$ cat src/hw/fsq_pkg.sv
// Constants shared by the frame status queue files.
package fsq_pkg;
    localparam int DEPTH = 10;
    localparam int PTR_W = 4;
    localparam int COUNT_W = 14;
    localparam int STAT_W = 5;
    localparam int ENTRY_W = COUNT_W + STAT_W;
    localparam logic [PTR_W-1:0] PTR_LAST = 4'h9;
    localparam logic [PTR_W:0] FILL_FULL = 5'h0a;
    localparam logic [PTR_W-1:0] PTR_RESET = 4'h0;
    localparam logic [PTR_W:0] FILL_RESET = 5'h00;
    localparam logic [COUNT_W-1:0] COUNT_RESET = 14'h0000;
    localparam logic [COUNT_W-1:0] COUNT_ONE = 14'h0001;
    // Register read addresses.
    localparam logic [3:0] ADDR_LINE = 4'h0;
    localparam logic [3:0] ADDR_COND = 4'h1;
    localparam logic [3:0] ADDR_VEC = 4'h2;
    localparam logic [3:0] ADDR_PEND = 4'h3;
    localparam logic [3:0] ADDR_MLINE = 4'h4;
    localparam logic [3:0] ADDR_MCOND = 4'h5;
    localparam logic [3:0] ADDR_CNT_LO = 4'h6;
    localparam logic [3:0] ADDR_CNT_HI = 4'h7;
    localparam logic [3:0] ADDR_EXT_RB = 4'hf;
    // Bit positions, and the receive interrupt mode code.
    localparam int BIT_QEN = 2;
    localparam int BIT_AVAIL = 6;
    localparam int BIT_OVFL = 7;
    localparam int BIT_EOF = 7;
    localparam int BIT_CRC = 6;
    localparam int BIT_OVR = 5;
    localparam int BIT_PAR = 4;
    localparam int BIT_SENT = 0;
    localparam logic [1:0] RXI_SPECIAL_ONLY = 2'h3;
endpackage

$ cat src/hw/sdlc_frame_status_fifo.sv
// Frame status queue for bit-oriented reception with register read steering.
`timescale 1ns/1ns
module sdlc_frame_status_fifo (
    input wire logic CLK,
    input wire logic RESETN,
    input wire logic CHANNEL_RESET,
    input wire logic [7:0] EXTENDED_FEATURE_CONTROL,
    input wire logic BIT_SYNC_MODE,
    input wire logic [1:0] RX_INT_MODE,
    input wire logic RX_CHAR_WRITTEN,
    input wire logic FRAME_END,
    input wire logic FRAME_ABORT,
    input wire logic [7:0] LIVE_LINE_STATUS,
    input wire logic [7:0] LIVE_COND_STATUS,
    input wire logic [7:0] LIVE_VECTOR,
    input wire logic [7:0] LIVE_PENDING,
    input wire logic DATA_TOP_EOF,
    input wire logic DATA_TOP_ERROR,
    input wire logic DATA_TOP_READ,
    input wire logic ERROR_RESET,
    input wire logic READ_STROBE,
    input wire logic [3:0] READ_ADDR,
    output logic [7:0] READ_DATA,
    output logic CRC_CHECK_RESET,
    output logic RX_DATA_INT,
    output logic SPECIAL_INT,
    output logic DATA_QUEUE_LOCK,
    output logic QUEUE_OVERFLOW,
    output logic QUEUE_AVAILABLE
);
    logic qen_r;
    logic [fsq_pkg::PTR_W-1:0] wptr_r, wptr_nxt;
    logic [fsq_pkg::PTR_W-1:0] rptr_r, rptr_nxt;
    logic [fsq_pkg::PTR_W:0] fill_r, fill_nxt;
    logic ovfl_r;
    logic avail_lat_r;
    logic popped_r;
    logic [fsq_pkg::COUNT_W-1:0] count_r, count_nxt;
    logic [7:0] rdata_r, rdata_nxt;
    logic lock_r, rxint_r, spint_r, crc_r;
    logic [fsq_pkg::ENTRY_W-1:0] head;
    logic [fsq_pkg::ENTRY_W-1:0] push_data;

    wire enable_req = EXTENDED_FEATURE_CONTROL[fsq_pkg::BIT_QEN];
    wire active = qen_r && BIT_SYNC_MODE;
    wire clear = !RESETN || CHANNEL_RESET || !active;
    wire frame_done = FRAME_END || FRAME_ABORT;
    wire push = active && frame_done;
    wire full = (fill_r == fsq_pkg::FILL_FULL);
    wire empty = (fill_r == fsq_pkg::FILL_RESET);
    wire do_push = push && !full;
    wire rd_cond = READ_STROBE && (READ_ADDR == fsq_pkg::ADDR_COND);
    wire rd_hi = READ_STROBE && (READ_ADDR == fsq_pkg::ADDR_CNT_HI);
    wire from_queue = active && avail_lat_r && !empty;
    wire do_pop = rd_cond && from_queue && !popped_r;
    wire anti_lock = active && (RX_INT_MODE == fsq_pkg::RXI_SPECIAL_ONLY);
    wire lock_on_error = DATA_TOP_READ && DATA_TOP_ERROR;
    wire lock_on_eof = DATA_TOP_READ && DATA_TOP_EOF && !anti_lock;
    wire [fsq_pkg::PTR_W-1:0] wptr_inc = (wptr_r == fsq_pkg::PTR_LAST) ? fsq_pkg::PTR_RESET : wptr_r + 4'h1;
    wire [fsq_pkg::PTR_W-1:0] rptr_inc = (rptr_r == fsq_pkg::PTR_LAST) ? fsq_pkg::PTR_RESET : rptr_r + 4'h1;
    // Residue sits in bits 3..1, so the five stored bits are CRC, overrun and residue.
    wire [fsq_pkg::STAT_W-1:0] stat_in = {LIVE_COND_STATUS[fsq_pkg::BIT_CRC],
        LIVE_COND_STATUS[fsq_pkg::BIT_OVR], LIVE_COND_STATUS[3:1]};

    // A character arriving with the frame end is counted into the closing entry.
    wire [fsq_pkg::COUNT_W-1:0] count_cur = RX_CHAR_WRITTEN ? count_r + fsq_pkg::COUNT_ONE : count_r;

    assign push_data = {count_cur, stat_in};

    fsq_store u_store (
        .clk(CLK),
        .wr_en(do_push),
        .wr_addr(wptr_r),
        .wr_data(push_data),
        .rd_addr(do_pop ? rptr_inc : rptr_r),
        .rd_data(head)
    );

    wire [fsq_pkg::COUNT_W-1:0] head_cnt = head[fsq_pkg::ENTRY_W-1:fsq_pkg::STAT_W];
    wire [fsq_pkg::STAT_W-1:0] head_st = head[fsq_pkg::STAT_W-1:0];
    wire [7:0] queued_cond = {1'b1, head_st[4], head_st[3], LIVE_COND_STATUS[fsq_pkg::BIT_PAR],
        head_st[2:0], LIVE_COND_STATUS[fsq_pkg::BIT_SENT]};
    wire [7:0] cond_view = from_queue ? queued_cond : LIVE_COND_STATUS;
    // Count reads with the queue empty return the stale head; callers treat them as undefined.
    wire [7:0] hi_view = {ovfl_r, !empty, head_cnt[13:8]};
    wire [7:0] lo_view = head_cnt[7:0];

    always_comb
    begin
        rdata_nxt = rdata_r;
        if (READ_STROBE)
        begin
            unique case (READ_ADDR)
                fsq_pkg::ADDR_LINE, fsq_pkg::ADDR_MLINE: rdata_nxt = LIVE_LINE_STATUS;
                fsq_pkg::ADDR_COND, fsq_pkg::ADDR_MCOND: rdata_nxt = cond_view;
                fsq_pkg::ADDR_VEC: rdata_nxt = LIVE_VECTOR;
                fsq_pkg::ADDR_PEND: rdata_nxt = LIVE_PENDING;
                fsq_pkg::ADDR_CNT_LO: rdata_nxt = active ? lo_view : LIVE_VECTOR;
                fsq_pkg::ADDR_CNT_HI: rdata_nxt = active ? hi_view : LIVE_PENDING;
                fsq_pkg::ADDR_EXT_RB: rdata_nxt = {5'h00, qen_r, 2'h0};
                default: rdata_nxt = 8'h00;
            endcase
        end
    end

    always_comb
    begin
        wptr_nxt = do_push ? wptr_inc : wptr_r;
        rptr_nxt = do_pop ? rptr_inc : rptr_r;
        fill_nxt = fill_r + {4'h0, do_push} - {4'h0, do_pop};
        count_nxt = frame_done ? fsq_pkg::COUNT_RESET : count_cur;
    end

    always_ff @(posedge CLK)
    begin
        if (!RESETN)
        begin
            qen_r <= 1'b0;
        end
        else
        begin
            qen_r <= enable_req;
        end
    end

    always_ff @(posedge CLK)
    begin
        if (clear)
        begin
            wptr_r <= fsq_pkg::PTR_RESET;
            rptr_r <= fsq_pkg::PTR_RESET;
            fill_r <= fsq_pkg::FILL_RESET;
        end
        else
        begin
            wptr_r <= wptr_nxt;
            rptr_r <= rptr_nxt;
            fill_r <= fill_nxt;
        end
    end

    // Overflow falls only on reset, channel reset or while the queue is inactive, so a host must reset or re-enable to recover.
    always_ff @(posedge CLK)
    begin
        if (clear)
        begin
            ovfl_r <= 1'b0;
        end
        else
        begin
            ovfl_r <= ovfl_r || (push && full);
        end
    end

    always_ff @(posedge CLK)
    begin
        if (clear)
        begin
            avail_lat_r <= 1'b0;
            popped_r <= 1'b0;
        end
        else
        begin
            avail_lat_r <= rd_hi ? !empty : avail_lat_r;
            popped_r <= rd_hi ? 1'b0 : (popped_r || do_pop);
        end
    end

    always_ff @(posedge CLK)
    begin
        if (!RESETN || CHANNEL_RESET)
        begin
            count_r <= fsq_pkg::COUNT_RESET;
            rdata_r <= 8'h00;
            crc_r <= 1'b0;
        end
        else
        begin
            count_r <= count_nxt;
            rdata_r <= rdata_nxt;
            crc_r <= FRAME_END;
        end
    end

    always_ff @(posedge CLK)
    begin
        if (!RESETN || CHANNEL_RESET)
        begin
            lock_r <= 1'b0;
            rxint_r <= 1'b0;
            spint_r <= 1'b0;
        end
        else
        begin
            rxint_r <= anti_lock && DATA_TOP_EOF;
            spint_r <= lock_on_error;
            // The lock is set by an error character even in the error reset cycle.
            lock_r <= lock_on_error || lock_on_eof || (lock_r && !ERROR_RESET);
        end
    end

    assign READ_DATA = rdata_r;
    assign CRC_CHECK_RESET = crc_r;
    assign RX_DATA_INT = rxint_r;
    assign SPECIAL_INT = spint_r;
    assign DATA_QUEUE_LOCK = lock_r;
    assign QUEUE_OVERFLOW = ovfl_r;
    assign QUEUE_AVAILABLE = !empty;

    a_fill_bound: assert property (@(posedge CLK) disable iff (!RESETN) fill_r <= fsq_pkg::FILL_FULL)
        else $error("queue fill above ten");
    a_disable_clear: assert property (@(posedge CLK) disable iff (!RESETN) !active |=> fill_r == 5'h00)
        else $error("queue not cleared while disabled");
    a_push_grows: assert property (@(posedge CLK) disable iff (!RESETN)
        (!clear && do_push && !do_pop) |=> fill_r == $past(fill_r) + 5'h01)
        else $error("push did not grow queue");
    a_ovfl_sticky: assert property (@(posedge CLK) disable iff (!RESETN)
        (ovfl_r && active && !CHANNEL_RESET) |=> ovfl_r)
        else $error("overflow flag dropped while enabled");
    a_ovfl_set: assert property (@(posedge CLK) disable iff (!RESETN) (!clear && push && full) |=> ovfl_r)
        else $error("overflow not flagged");
    a_no_underflow: assert property (@(posedge CLK) disable iff (!RESETN) empty |-> !do_pop)
        else $error("pop from empty queue");
    a_single_pop: assert property (@(posedge CLK) disable iff (!RESETN)
        (do_pop && !rd_hi) ##1 (rd_cond && !rd_hi && !clear) |-> !do_pop)
        else $error("second pop without high count read");
    a_readback_en: assert property (@(posedge CLK) disable iff (!RESETN)
        (READ_STROBE && READ_ADDR == fsq_pkg::ADDR_EXT_RB && !CHANNEL_RESET) |=> READ_DATA[2] == $past(qen_r))
        else $error("enable readback wrong");
    a_count_clear: assert property (@(posedge CLK) disable iff (!RESETN)
        (frame_done && !CHANNEL_RESET) |=> count_r == fsq_pkg::COUNT_RESET)
        else $error("counter not cleared at frame end");
    a_eof_one: assert property (@(posedge CLK) disable iff (!RESETN)
        (rd_cond && from_queue && !CHANNEL_RESET) |=> READ_DATA[7])
        else $error("queued status lacks end of frame");
    a_pop_shrinks: assert property (@(posedge CLK) disable iff (!RESETN)
        (!clear && do_pop && !do_push) |=> fill_r == $past(fill_r) - 5'h01)
        else $error("pop did not shrink queue");
    a_full_drop: assert property (@(posedge CLK) disable iff (!RESETN)
        (!clear && push && full && !do_pop) |=> fill_r == fsq_pkg::FILL_FULL && wptr_r == $past(wptr_r))
        else $error("push accepted into full queue");
    a_wptr_step: assert property (@(posedge CLK) disable iff (!RESETN)
        (!clear && do_push) |=> wptr_r == $past(wptr_inc))
        else $error("write pointer did not advance");
    a_rptr_hold: assert property (@(posedge CLK) disable iff (!RESETN)
        (!clear && !do_pop) |=> rptr_r == $past(rptr_r))
        else $error("read pointer moved without a pop");
    a_hi_avail: assert property (@(posedge CLK) disable iff (!RESETN)
        (rd_hi && active && !CHANNEL_RESET) |=> READ_DATA[fsq_pkg::BIT_AVAIL] == $past(QUEUE_AVAILABLE))
        else $error("available bit wrong in high count");
    a_hi_ovfl: assert property (@(posedge CLK) disable iff (!RESETN)
        (rd_hi && active && !CHANNEL_RESET) |=> READ_DATA[fsq_pkg::BIT_OVFL] == $past(ovfl_r))
        else $error("overflow bit wrong in high count");
    a_mirror_line: assert property (@(posedge CLK) disable iff (!RESETN)
        (READ_STROBE && READ_ADDR == fsq_pkg::ADDR_MLINE && !CHANNEL_RESET) |=> READ_DATA == $past(LIVE_LINE_STATUS))
        else $error("line status mirror wrong");
    a_mirror_vec: assert property (@(posedge CLK) disable iff (!RESETN)
        (READ_STROBE && READ_ADDR == fsq_pkg::ADDR_CNT_LO && !active && !CHANNEL_RESET) |=> READ_DATA == $past(LIVE_VECTOR))
        else $error("vector mirror wrong while disabled");
    a_mirror_pend: assert property (@(posedge CLK) disable iff (!RESETN)
        (READ_STROBE && READ_ADDR == fsq_pkg::ADDR_CNT_HI && !active && !CHANNEL_RESET) |=> READ_DATA == $past(LIVE_PENDING))
        else $error("pending mirror wrong while disabled");
    a_live_parity: assert property (@(posedge CLK) disable iff (!RESETN)
        (rd_cond && !CHANNEL_RESET) |=> READ_DATA[fsq_pkg::BIT_PAR] == $past(LIVE_COND_STATUS[fsq_pkg::BIT_PAR]))
        else $error("parity bit not live");
    a_live_sent: assert property (@(posedge CLK) disable iff (!RESETN)
        (rd_cond && !CHANNEL_RESET) |=> READ_DATA[fsq_pkg::BIT_SENT] == $past(LIVE_COND_STATUS[fsq_pkg::BIT_SENT]))
        else $error("all sent bit not live");
    a_live_status: assert property (@(posedge CLK) disable iff (!RESETN)
        (rd_cond && !from_queue && !CHANNEL_RESET) |=> READ_DATA == $past(LIVE_COND_STATUS))
        else $error("status not live without queue");
    a_queued_head: assert property (@(posedge CLK) disable iff (!RESETN)
        (rd_cond && from_queue && !CHANNEL_RESET) |=> READ_DATA[6:5] == $past(head_st[4:3]))
        else $error("queued status not from head");
    a_crc_pulse: assert property (@(posedge CLK) disable iff (!RESETN)
        (FRAME_END && !CHANNEL_RESET) |=> CRC_CHECK_RESET)
        else $error("checker not reset at frame end");
    a_rxint_mode: assert property (@(posedge CLK) disable iff (!RESETN)
        (!anti_lock && !CHANNEL_RESET) |=> !RX_DATA_INT)
        else $error("receive data interrupt outside anti-lock");
    a_eof_no_lock: assert property (@(posedge CLK) disable iff (!RESETN)
        (lock_on_eof == 1'b0 && DATA_TOP_READ && DATA_TOP_EOF && !DATA_TOP_ERROR && !lock_r) |=> !DATA_QUEUE_LOCK)
        else $error("end of frame locked in anti-lock mode");
    a_error_lock: assert property (@(posedge CLK) disable iff (!RESETN)
        (DATA_TOP_READ && DATA_TOP_ERROR && !CHANNEL_RESET) |=> DATA_QUEUE_LOCK && SPECIAL_INT)
        else $error("error character did not lock");
    a_count_step: assert property (@(posedge CLK) disable iff (!RESETN)
        (RX_CHAR_WRITTEN && !frame_done && !CHANNEL_RESET) |=> count_r == $past(count_r) + fsq_pkg::COUNT_ONE)
        else $error("counter missed a character");
    a_reset_off: assert property (@(posedge CLK)
        !RESETN |=> !qen_r && READ_DATA == 8'h00)
        else $error("enable or read data not cleared by reset");
endmodule

$ cat src/hw/fsq_store.sv
// Ten-entry memory holding queued frame counts and status, registered read port.
`timescale 1ns/1ns
module fsq_store (
    input wire logic clk,
    input wire logic wr_en,
    input wire logic [fsq_pkg::PTR_W-1:0] wr_addr,
    input wire logic [fsq_pkg::ENTRY_W-1:0] wr_data,
    input wire logic [fsq_pkg::PTR_W-1:0] rd_addr,
    output logic [fsq_pkg::ENTRY_W-1:0] rd_data
);
    logic [fsq_pkg::ENTRY_W-1:0] mem [fsq_pkg::DEPTH];

    always_ff @(posedge clk)
    begin
        if (wr_en)
        begin
            mem[wr_addr] <= wr_data;
        end
        rd_data <= mem[rd_addr];
    end
endmodule

$ cat config.mk
export PLATFORM = sky130hd
export DESIGN_NAME = sdlc_frame_status_fifo
export DESIGN_NICKNAME = d
export VERILOG_FILES = /design/src/hw/fsq_pkg.sv /design/src/hw/sdlc_frame_status_fifo.sv /design/src/hw/fsq_store.sv
export SDC_FILE = /design/constraint.sdc
export NUM_CORES = 1
export LEC_CHECK = 0
export ABC_AREA = 1
export ABC_CLOCK_PERIOD_IN_PS = 6650
export BUFFER_PORTS_ARGS = -buffer_cell sky130_fd_sc_hd__buf_2
export CAP_MARGIN = 10
export CORE_ASPECT_RATIO = 2
export CORE_UTILIZATION = 50
export CTS_CLUSTER_SIZE = 25
export DETAILED_ROUTE_END_ITERATION = 12
export PLACE_DENSITY = 0.77
export SYNTH_ARGS = -nofsm -noshare
export SYNTH_HDL_FRONTEND = slang
export SYNTH_SLANG_ARGS = --single-unit
$ cat constraint.sdc
create_clock -name CLK -period 6.65 [get_ports CLK]
set_input_delay 1.33 -clock CLK [delete_from_list [all_inputs] [get_ports CLK]]
set_output_delay 1.33 -clock CLK [all_outputs]
set_load 0.02 [all_outputs]
* After elaboration in Yosys (flattened, before gate mapping)
Memories as Yosys holds them, arrays and structs flattened. A register that Yosys moved wholly into a read port is not among the register bits.
Index checks and enable logic that the tools add are counted.
** Operators by class
- Add/subtract/negate cells :: 5
- Reduce and logical (&&, ||, !) cells :: 36
- Multiplexer cells :: 10
- Equality and inequality tests :: 12
** Operator list (count)
- $pmux 8 s7 :: 1
- $mux 8 :: 3
- $eq 4x3->1 const B :: 4
- $logic_and 1x1->1 :: 16
- $add 14x1->14 const B :: 1
- $mux 14 :: 1
- $eq 4x4->1 const B :: 3
- $mux 4 :: 3
- $add 4x1->4 const B :: 2
- $eq 4x2->1 const B :: 2
- $reduce_or 2->1 :: 4
- $logic_not 1->1 :: 7
- $logic_or 1x1->1 :: 7
- $add 5x1->5 :: 1
- $eq 5x4->1 const B :: 1
- $logic_not 5->1 :: 1
- $sub 5x1->5 :: 1
- $eq 4x1->1 const B :: 1
- $logic_not 4->1 :: 1
- $eq 2x2->1 const B :: 1
- $mux 1 :: 2
** Word-level totals
- Logic and storage cells :: 77
- RAM bits :: 190
- Memories kept :: 1
- Output and inout bits :: 14
- Register bits after elaboration :: 43
** Memories
- u_store.mem :: words 10, width 19, read ports 1, clocked after memory_dff 1, wr ports 1, line fsq_store.sv:11 : logic [fsq_pkg::ENTRY_W-1:0] mem [fsq_pkg::DEPTH];

* Depth between registers and ports, before layout
Gate-level depths: netlist of run 1.
- Depth after elaboration :: 6
- Mapped depth :: 16

* Hierarchy
From an unflattened synthesis of run 1, not the netlist that was laid out.
** Unflattened totals
- Cells, all modules :: 1218
- Area, all modules :: 11269.6 um2
** Modules (own cells, without submodules)
- fsq_store :: area an instance 8428.1 um2, cells an instance 764, times used 1, seq. area each 6085.8 um2
- sdlc_frame_status_fifo :: area an instance 2841.5 um2, cells an instance 454, times used 1, seq. area each 860.8 um2

* Worst setup path after synthesis of run 1
No wires, ideal clock.
- Path kind :: in2reg
- Start :: in BIT_SYNC_MODE
- End :: mem u_store.mem[2][0] (netlist name), enable pin
- Library setup time :: 0.419 ns
- Data arrival time :: 3.265 ns
- Path buffers :: 0
- Stages :: 6
- Setup slack :: 2.966 ns
- Cell sequence :: nand2_1 -> a21oi_1 -> inv_1 -> nor2_1 -> inv_1 -> nor3_1
** Between the ends
- Longest elaborated chain between the ends :: 5
** RTL lines
- from (decl) :: line sdlc_frame_status_fifo.sv:8 : input wire logic BIT_SYNC_MODE,
- $logic_and 1x1->1 :: line sdlc_frame_status_fifo.sv:45 : wire active = qen_r && BIT_SYNC_MODE;
- $logic_and 1x1->1 :: line sdlc_frame_status_fifo.sv:48 : wire push = active && frame_done;
- $logic_and 1x1->1 :: line sdlc_frame_status_fifo.sv:51 : wire do_push = push && !full;
- $mux 1 :: line fsq_store.sv:15 : if (wr_en)
- $mux 1 (implied by the code) :: line fsq_store.sv:17 : mem[wr_addr] <= wr_data;
- to (decl) :: line fsq_store.sv:11
No other way between the ends.

* Final worst setup path of run 1
- Start :: in READ_ADDR[2]
- End :: reg u_store.rd_data[15] (netlist name), read port of u_store.mem
** Between the ends
- Longest elaborated chain between the ends :: 5
** RTL lines
- from (decl) :: line sdlc_frame_status_fifo.sv:22 : input wire logic [3:0] READ_ADDR,
- $eq 4x1->1 :: line sdlc_frame_status_fifo.sv:52 : wire rd_cond = READ_STROBE && (READ_ADDR == fsq_pkg::ADDR_COND);
- $logic_and 1x1->1 :: line sdlc_frame_status_fifo.sv:52
- $logic_and 1x1->1 (2 in series) :: line sdlc_frame_status_fifo.sv:55 : wire do_pop = rd_cond && from_queue && !popped_r;
- $mux 4
- to (decl) :: line fsq_store.sv:9 : output logic [fsq_pkg::ENTRY_W-1:0] rd_data
No other way between the ends.
A chain may end at the register's enable or synchronous reset.

==> flow_metrics.py, run 1 <==
metrics = {
    "drt": {
        "wl_met3_um": 1690,
        "post-route-drc-count": 0,
        "via_per_inst": 5.51,
        "ant_nets": 0,
        "routedWlPerCell_um": 18.3,
        "wl_met1_um": 9640,
        "first_iter_violations": 766,
        "highest_layer": "met4",
        "totalWireLength_um": 27400,
        "dr_wl_met2_um": 14400,
        "first_pass_iters": 7,
        "vias": 8259,
    },
    "hold_path": {
        "hold_end": "READ_DATA[5]",
        "min_from": "READ_DATA[5]",
        "hp-class": "flop to flop",
        "whs_path_depth": 2,
    },
    "synth": {
        "synth_edf_count": 190,
        "yosys_warnings": 0,
        "synthCells": 1156,
        "synth_largest_area_cell": "edfxtp_1",
        "ys.flop_type": "edfxtp_1",
        "seq_area_frac_synth": 0.618,
        "avgSynthCellArea_um2": 9.72,
        "ys_seq_elements": 252,
        "synth_area_mm2": 0.0112,
        "synth_top_area_share": 0.508,
        "yosysUniqueCellTypes": 37,
        "ys_async_sr_fraction": 0,
        "synth_nets": 1223,
        "synthTopCellsByArea": "edfxtp_1 (51%), dfxtp_1 (11%), nand2_1 (9.0%)",
    },
    "cells_and_area": {
        "layout_commonest_cell": "nand2_1",
        "multiInputGateArea_mm2": 0.00342,
        "regArea_mm2": 0.00695,
        "stdcell_area_mm2": 0.0125,
        "area_growth_pct": 11.1,
        "final_cell_mix": "nand2_1 (270), edfxtp_1 (190), nand3_1 (189)",
        "fillCellCount": 1792,
        "diodes": 0,
        "fin_cells": 1500,
        "drive_above_1_share": 0.112,
        "fin_util": 0.566,
        "fin_nets": 1275,
    },
    "grt": {
        "grt_use_total": 0.245,
        "grt_pass1_vias": 8123,
        "grt_max_degree": 97,
        "antenna_found_initial": 0,
        "grt_pass1_wl_um": 42500,
        "grt_overflow": 0,
    },
    "clock_tree": {
        "clockBufferDepth": 3,
        "h-tree-depth": 1,
        "clkTransAtPathRegs_ps": 70,
        "cts_made_buffers": 22,
        "cts_tree": "done",
        "cts.root.buffer_cell": "clkbuf_16",
        "clock_latency_ps": 520,
        "hold_buffers": 0,
        "postCtsSetupRepairBufs": 0,
        "cts.sinks": 252,
        "cts_resized": 0,
    },
    "sta": {
        "slew_viol_final": 0,
        "setup_violations": 0,
        "rsz0062_at_grt": "no",
        "fin_crit_sh": 0.564,
        "worst_slew_pin_slew_ps": 1110,
        "min_period_ps": 3750,
        "fmax_mhz": 267,
        "tns_ps": 0,
        "clock_skew_ps": 8.34,
        "slew_headroom": 0.262,
        "holdWs_ps": 466,
        "hold_violations": 0,
    },
    "power": {
        "p_per_area_mw_per_mm2": 245,
        "ir_drop_mv": 0.225,
        "power_frac_seq": 0.551,
        "switching_power_mw": 0.603,
        "switching_share": 0.197,
        "power.clock.fraction": 0.426,
        "combPwrFrac": 0.024,
        "p_int_mw": 2.46,
        "p_leak_nw": 5.14,
    },
    "die": {
        "rows": 77,
        "dieArea_mm2": 0.0231,
        "dieHeight_um": 214,
        "die_w_um": 108,
        "core_area_mm2": 0.0221,
        "io_pins": 72,
        "start_util": 0.509,
    },
    "worst_setup_path": {
        "cp-start-kind": "input port",
        "cp-startpoint": "READ_ADDR[2]",
        "crit_slowest_cell": "inv_1",
        "rrSetupSlack_ps": 3150,
        "path_buf_inv": 4,
        "crit_chain": "buf_2 -> nor2_2 -> nand2_1 -> nor2_2 -> nand4_4 -> buf_4 -> nor2_1 -> a2bb2oi_2 -> buf_4 -> inv_1 -> nand3_1 -> nand2_1",
        "slowest_delay_ps": 700,
        "cp-end-kind": "flop",
        "crit_fanout": 96,
        "critPathKind": "input port to flop",
        "required_ps": 7100,
        "r2r_cells": 13,
        "r2r_start": "fill_r[2]",
        "cp.arrival_ps": 4200,
        "crit_family": "buffers and inverters",
        "r2r-end": "u_store.rd_data[15]",
    },
    "placed_design": {
        "gp_congestion": 0.913,
        "place_area_mm2": 0.0118,
        "dp_hpwl_um": 16800,
        "io_buffers": 64,
        "dp_cells": 1460,
    },
    "run_status": {
        "status": "finished, final reports clean",
    },
    "job": {
        "cap_violations": 0,
    },
}
==> power by group through the flow <==
stage,Combinational [mW],Sequential (mW),Clock [mW]
floorplan,0.0339,1.72,0
global placement,0.0706,1.72,0
detailed placement,0.0718,1.72,0
CTS,0.0722,1.68,1.32
global route,0.0817,1.68,1.38
finish,0.0730,1.69,1.30
==> layout make-up <==
class | count | area share
clock inverters | 5 | 0.00632
flip-flops and latches | 252 | 0.557
repair buffers | 80 | 0.0353
inverters | 160 | 0.0481
multi-input cells | 692 | 0.274
well taps | 276 | 0.0277
clock buffers | 35 | 0.0521
==> registers in the layout, indices dropped and copies added, names as in the netlist <==
signal           count
count_r             14
CRC_CHECK_RESET      1
fill_r               5
qen_r                1
u_store.mem        190
SPECIAL_INT          1
rptr_r               4
READ_DATA            8
popped_r             1
RX_DATA_INT          1
DATA_QUEUE_LOCK      1
avail_lat_r          1
u_store.rd_data     19
QUEUE_OVERFLOW       1
wptr_r               4
==> routing by layer <==
metal	global-route usage	vias up
li1	-	3939
met1	0.268	3899
met2	0.432	327
met3	0.0341	94
met4	0.160	0
met5	0	-
==> worst max-delay path by stage <==
stage	slack [ps]	endpoint	depth (start not counted)
floorplan	2970	u_store.mem[2][0]	6
global placement	2450	u_store.rd_data[13]	12
detailed placement	2430	u_store.rd_data[13]	12
CTS	2920	u_store.rd_data[13]	12
global route	2750	u_store.rd_data[11]	12
finish	2900	u_store.rd_data[15]	12
==> through the flow <==
stage                     total power [mW]  worst slack, ps
after global placement                1.79             2450
final                                 3.06             2900
after CTS                             3.07             2920
after global routing                  3.14             2750
after detailed placement              1.79             2430
after floorplan                       1.75             2970
==> Yosys cell counts, types with 2 or more instances <==
cell type    n
clkbuf_1    12
nor2_2       3
xnor2_1      2
o2111ai_1    4
a21oi_1     23
buf_2       24
ha_1         8
nand4_1     11
buf_6        7
edfxtp_1   190
a31oi_1      4
buf_1        3
nand2_1    270
inv_2        3
nand3b_1    50
xor2_1       8
nor2_1      71
o21ai_0     26
nand3_1    189
or2_2        3
buf_4        6
dfxtp_1     62
inv_1      156
nor3_1       8
==> cell families after synthesis <==
family	synth area share
adders and majority gates	0.0107
xor gates and xnor gates	0.00780
DFF	0.618
and+or+nand+nor	0.251
buffers and inverters	0.0802
AOI/OAI and AO/OA	0.0323
==> tightest hold or removal path, delay by kind of cell (launching register included) <==
| family | cells | cell delay [ps] |
|---|---|---|
| AO/OA/AOI/OAI | 1 | 60 |
| flip-flops | 1 | 310 |
| AND/OR/NAND/NOR | 1 | 60 |
Note: power is estimated with default switching activity, not from simulation.
==> run 2: changes to the inputs <==
ABC_AREA = 0   (was 1)
ABC_CLOCK_PERIOD_IN_PS = 3650   (was 6650)
clock period = 3.65 ns   (was 6.65 ns; I/O delays follow)
==> run 2 against run 1 <==
Against the previous run: clock skew fell by 0.71 ps; cell count fell by 12%; global-route usage rose by 1.7 points; first-iteration DRC count rose by 30%; clock power rose by 84%; area after synthesis rose by 4.3%; non-clock buffer count rose by 16; worst hold slack got worse by 47 ps; final area rose by 5.1%; power rose by 83%.
==> flow_metrics.py, run 2 <==
metrics = {
    "drt": {
        "first_pass_iters": 5,
        "first_iter_violations": 996,
        "totalWireLength_um": 30600,
        "vias": 8445,
        "post-route-drc-count": 0,
        "via_per_inst": 6.39,
        "ant_nets": 0,
        "routedWlPerCell_um": 23.2,
    },
    "grt": {
        "grt_overflow": 0,
        "antenna_found_initial": 0,
        "grt_use_total": 0.263,
        "grt_pass1_vias": 8527,
        "grt_pass1_wl_um": 46400,
        "grt_max_degree": 84,
    },
    "synth": {
        "synthCells": 983,
        "synth_fa_ha_area_frac": 0.0103,
        "ys_seq_elements": 252,
        "yosysUniqueCellTypes": 62,
        "synth_top_area_share": 0.487,
        "synthMuxAreaShare": 0.0821,
        "synth-simple-area-share": 0.154,
        "yosys_warnings": 0,
        "seq_area_frac_synth": 0.593,
        "ys_async_sr_fraction": 0,
        "synth_edf_count": 190,
        "synth_top_family_by_area": "simple AND/OR/NAND/NOR gates",
        "yosysMostFrequentCell": "edfxtp_1",
        "synth_compound_area_frac": 0.112,
        "synth-xor-area-share": 0.0163,
        "ys.flop_type": "edfxtp_1",
        "avgSynthCellArea_um2": 11.9,
        "synth_nets": 1050,
        "synthTopCellsByArea": "edfxtp_1 (49%), dfxtp_1 (11%), mux2i_1 (4.3%)",
        "synthTopCellsByCount": "edfxtp_1 (190), nor3_1 (93), dfxtp_1 (62)",
        "synth_largest_area_cell": "edfxtp_1",
        "synth_area_mm2": 0.0117,
    },
    "cells_and_area": {
        "drive_above_1_share": 0.196,
        "layout_commonest_cell": "edfxtp_1",
        "multiInputGateArea_mm2": 0.00445,
        "largest_reg_flops": 190,
        "regArea_mm2": 0.00695,
        "fin_nets": 1093,
        "final_cell_mix": "edfxtp_1 (190), nor3_1 (88), buf_2 (64)",
        "top_regs": "u_store.mem (190), u_store.rd_data (19), count_r (14)",
        "largest-register": "u_store.mem",
        "diodes": 0,
        "fillCellCount": 1762,
        "area_growth_pct": 11.9,
        "stdcell_area_mm2": 0.0131,
    },
    "clock_tree": {
        "clkTransAtPathRegs_ps": 70,
        "h-tree-depth": 1,
        "postCtsSetupRepairBufs": 0,
        "cts_made_buffers": 21,
        "hold_buffers": 0,
        "cts.root.buffer_cell": "clkbuf_16",
        "cts_tree": "done",
        "clock_latency_ps": 520,
        "cts_resized": 0,
        "clockBufferDepth": 3,
        "cts.sinks": 252,
    },
    "worst_setup_path": {
        "crit_fanout": 6,
        "cp-end-kind": "flop",
        "cp.arrival_ps": 3530,
        "critPathKind": "flop to flop",
        "cp-start-kind": "flop",
        "required_ps": 4080,
    },
    "sta": {
        "slew_viol_final": 0,
        "fin_crit_sh": 0.850,
        "rsz0062_at_grt": "no",
        "setup_violations": 0,
        "clock_skew_ps": 7.63,
        "fmax_mhz": 322,
        "worst_slew_pin_slew_ps": 971,
        "tns_ps": 0,
        "min_period_ps": 3100,
        "hold_violations": 0,
        "setup_ws_ps": 548,
        "slew_headroom": 0.348,
    },
    "die": {
        "die_w_um": 110,
        "start_util": 0.513,
        "dieHeight_um": 218,
        "core_area_mm2": 0.0228,
        "io_pins": 72,
        "dieArea_mm2": 0.0241,
        "rows": 78,
    },
    "run_status": {
        "status": "finished, final reports clean",
    },
    "hold_path": {
        "hp-class": "input port to flop",
    },
    "placed_design": {
        "place_area_mm2": 0.0124,
        "dp_hpwl_um": 18600,
        "dp_slack_ps": 427,
        "gp_congestion": 0.805,
        "io_buffers": 64,
    },
    "power": {
        "p_leak_nw": 4.37,
        "ir_drop_mv": 0.501,
        "p_per_area_mw_per_mm2": 427,
    },
    "job": {
        "cap_violations": 0,
    },
}
[run 2: logic make-up after synthesis]
group / Yosys count
and+or+nand+nor: 332
buffers and inverters: 90
adders and majority gates: 9
muxes: 90
AOI/OAI and AO/OA: 189
DFF: 252
xor gates and xnor gates: 21
[run 2: layout make-up]
type,instances,share of cell area
clock buffers,26,0.0423
flip-flops and latches,252,0.530
clock inverters,12,0.0129
multi-input cells,641,0.339
well taps,280,0.0267
inverters,14,0.00401
repair buffers,96,0.0447
[run 2: worst max-delay path: stages (launching register included)]
cell and delay [ps]:
dfxtp_1 320, inv_1 100, ha_1 140, or4b_1 610
nand4_4 150, inv_2 60, ha_1 270, inv_1 40
ha_1 190, fa_1 410, a21oi_1 160, nor2_1 70
or3_1 340, a21oi_1 150
[run 2: path summary, 6_finish.rpt]
kind                            cells past startpoint  slack, ps                        start            to
worst max-delay path                               13        550                    fill_r[2]     fill_r[4]
worst min-delay path                                2        420  EXTENDED_FEATURE_CONTROL[2]         qen_r
worst max register to register                     13        550                    fill_r[2]     fill_r[4]
worst min register to register                      2        450                 READ_DATA[7]  READ_DATA[7]
[run 2: where the power goes]
part	internal, mW	switching (mW)	leakage, nW
Clock	1.37	1.02	0.353
Combinational	0.0538	0.0865	1.92
Sequential	3.06	0.00606	2.10
[run 2: through the flow]
stage | util | std cells | power (mW) | hold WS [ps]
6_report | 0.574 | 1321 | 5.60 | 419
5_1_grt | 0.574 | 1321 | 5.71 | 441
4_1_cts | 0.574 | 1321 | 5.61 | 414
3_5_place_dp | 0.542 | 1283 | 3.26 | 446
3_3_place_gp | 0.542 | 1283 | 3.26 | 442
2_1_floorplan | - | 983 | 3.19 | 455
[run 2: per-layer routing]
metal,global-route usage,part of all wire
met1,0.273,0.34
met2,0.457,0.51
met3,0.0471,0.075
met4,0.199,0.074
met5,0,0
==> run 3: changes to the inputs <==
ABC_AREA = 1   (was 0)
ABC_CLOCK_PERIOD_IN_PS = 3100   (was 3650)
clock period = 3.1 ns   (was 3.65 ns; I/O delays follow)
==> run 3 against run 2 <==
Against the previous run: combinational power is 16% higher; non-clock buffer count up 1; cell count up 15%; global-route usage fell by 2.1 points; sequential share of layout area is 2.3 points higher; critical path type unchanged; largest cell class unchanged.
==> flow_metrics.py, run 3 (synthesized netlist as in run 1, its figures left out) <==
metrics = {
    "drt": {
        "ant_nets": 0,
        "totalWireLength_um": 27200,
        "first_pass_iters": 5,
        "post-route-drc-count": 0,
        "first_iter_violations": 740,
        "via_per_inst": 5.51,
        "vias": 8335,
        "routedWlPerCell_um": 18.0,
    },
    "worst_setup_path": {
        "worst-path-stages": 16,
        "cp.arrival_ps": 2990,
        "critPathKind": "flop to flop",
        "crit_fanout": 6,
        "r2r_cells": 16,
        "slowest_delay_ps": 400,
        "crit_slowest_cell": "fa_1",
        "rrSetupSlack_ps": 560,
        "r2r-end": "fill_r[4]",
        "cp-end-kind": "flop",
        "crit_family": "adder cells",
        "crit_end": "fill_r[4]",
        "crit_chain": "inv_1 -> ha_1 -> inv_1 -> nor2_2 -> a21oi_4 -> nand3_4 -> inv_1 -> ha_1 -> inv_1 -> ha_1 -> fa_1 -> nand2_1 -> nand2_1 -> a21oi_1 -> o21ai_0 -> a21oi_1",
        "path_buf_inv": 4,
        "cp_common_cell": "inv_1",
        "r2r_start": "fill_r[2]",
        "cp-startpoint": "fill_r[2]",
        "cp-start-kind": "flop",
        "required_ps": 3550,
    },
    "sta": {
        "worst_slew_pin_slew_ps": 737,
        "hold_violations": 0,
        "slew_headroom": 0.507,
        "holdWs_ps": 296,
        "setup_violations": 0,
        "tns_ps": 0,
        "min_period_ps": 2540,
        "rsz0062_at_grt": "no",
        "fin_crit_sh": 0.818,
        "clock_skew_ps": 20.5,
        "fmax_mhz": 394,
        "slew_viol_final": 0,
    },
    "power": {
        "power.clock.fraction": 0.400,
        "p_per_area_mw_per_mm2": 501,
        "switching_power_mw": 1.30,
        "p_int_mw": 5.00,
        "p_leak_nw": 5.18,
        "combPwrFrac": 0.026,
        "switching_share": 0.206,
        "ir_drop_mv": 0.489,
        "power_frac_seq": 0.574,
    },
    "die": {
        "rows": 77,
        "start_util": 0.509,
        "dieHeight_um": 214,
        "dieArea_mm2": 0.0231,
        "die_w_um": 108,
        "core_area_mm2": 0.0221,
        "io_pins": 72,
    },
    "cells_and_area": {
        "diodes": 0,
        "fillCellCount": 1798,
        "multiInputGateArea_mm2": 0.00342,
        "largest-register": "u_store.mem",
        "layout_commonest_cell": "nand2_1",
        "largest_reg_flops": 190,
        "drive_above_1_share": 0.125,
        "final_cell_mix": "nand2_1 (270), edfxtp_1 (190), nand3_1 (189)",
        "fin_nets": 1290,
        "area_growth_pct": 11.8,
        "top_regs": "u_store.mem (190), u_store.rd_data (19), count_r (14)",
        "regArea_mm2": 0.00695,
    },
    "job": {
        "cap_violations": 0,
    },
    "clock_tree": {
        "clockBufferDepth": 3,
        "cts_made_buffers": 20,
        "hold_buffers": 0,
        "cts_tree": "done",
        "postCtsSetupRepairBufs": 0,
        "clock_latency_ps": 520,
        "h-tree-depth": 1,
        "clkTransAtPathRegs_ps": 70,
        "cts.root.buffer_cell": "clkbuf_16",
        "cts_resized": 0,
        "cts.sinks": 252,
    },
    "placed_design": {
        "gp_congestion": 0.972,
        "io_buffers": 64,
        "dp_hpwl_um": 17700,
    },
    "grt": {
        "grt_max_degree": 52,
        "grt_pass1_wl_um": 41900,
        "grt_use_total": 0.241,
        "grt_overflow": 0,
        "grt_pass1_vias": 8475,
        "antenna_found_initial": 0,
    },
    "hold_path": {
        "hp-class": "input port to flop",
    },
    "run_status": {
        "status": "finished, final reports clean",
    },
}
run 3: changes by cell type in the layout (fill, tap and decap cells not counted), moves of 38 or more:
cell      change
inv_1       +143
mux2i_1      -50
o22ai_1      -39
nor3_1       -82
mux2_2       -38
nand3b_1     +45
nand3_1     +172
nand2_1     +220
run 3: through the flow:
| stage | std cells | total power, mW | setup WS (ps) | area [um^2] | util |
|---|---|---|---|---|---|
| 6_report | 1513 | 6.30 | 563 | 12600 | 0.569 |
| 3_5_place_dp | 1477 | 3.85 | 260 | 11900 | 0.540 |
| 4_1_cts | 1513 | 6.31 | 515 | 12600 | 0.569 |
| 5_1_grt | 1513 | 6.44 | 273 | 12600 | 0.569 |
| 2_1_floorplan | 1156 | 3.76 | 126 | 11200 | - |
| 3_3_place_gp | 1477 | 3.85 | 305 | 11900 | 0.540 |
run 3: cell type report:
cell class	count	area share
multi-input cells	692	0.272
clock inverters	14	0.00917
inverters	160	0.0478
flip-flops and latches	252	0.553
repair buffers	97	0.0482
well taps	276	0.0275
clock buffers	22	0.0421
run 3: power groups by stage:
| stage | clock network [mW] | registers, mW | logic [mW] |
|---|---|---|---|
| after global placement | 0 | 3.69 | 0.157 |
| after floorplan | 0 | 3.69 | 0.0726 |
| after CTS | 2.54 | 3.61 | 0.161 |
| after global routing | 2.64 | 3.61 | 0.180 |
| after detailed placement | 0 | 3.69 | 0.160 |
| final | 2.52 | 3.61 | 0.163 |
run 3: worst min-delay path by stage:
stage,from,to,slack [ps],cells after the start
after detailed placement,READ_DATA[2],READ_DATA[2],450,2
final,EXTENDED_FEATURE_CONTROL[2],qen_r,300,3
after CTS,EXTENDED_FEATURE_CONTROL[2],qen_r,280,3
after global placement,READ_DATA[6],READ_DATA[6],450,2
after floorplan,wptr_r[2],wptr_r[2],460,1
after global routing,EXTENDED_FEATURE_CONTROL[2],qen_r,310,3
run 3: routing by layer:
layer,vias to the layer above,global-route usage,share of wire
met3,119,0.0341,0.059
met1,3922,0.233,0.33
met5,-,0,0
met4,0,0.191,0.071
met2,321,0.441,0.54
li1,3973,-,-
run 3: worst reg2reg max path, stage by stage (launching register included):
cell and delay [ps]:
dfxtp_1 320, inv_1 100, ha_1 160, inv_1 50
nor2_2 160, a21oi_4 90, nand3_4 110, inv_1 60
ha_1 270, inv_1 40, ha_1 200, fa_1 400
nand2_1 80, nand2_1 50, a21oi_1 160, o21ai_0 100
a21oi_1 110
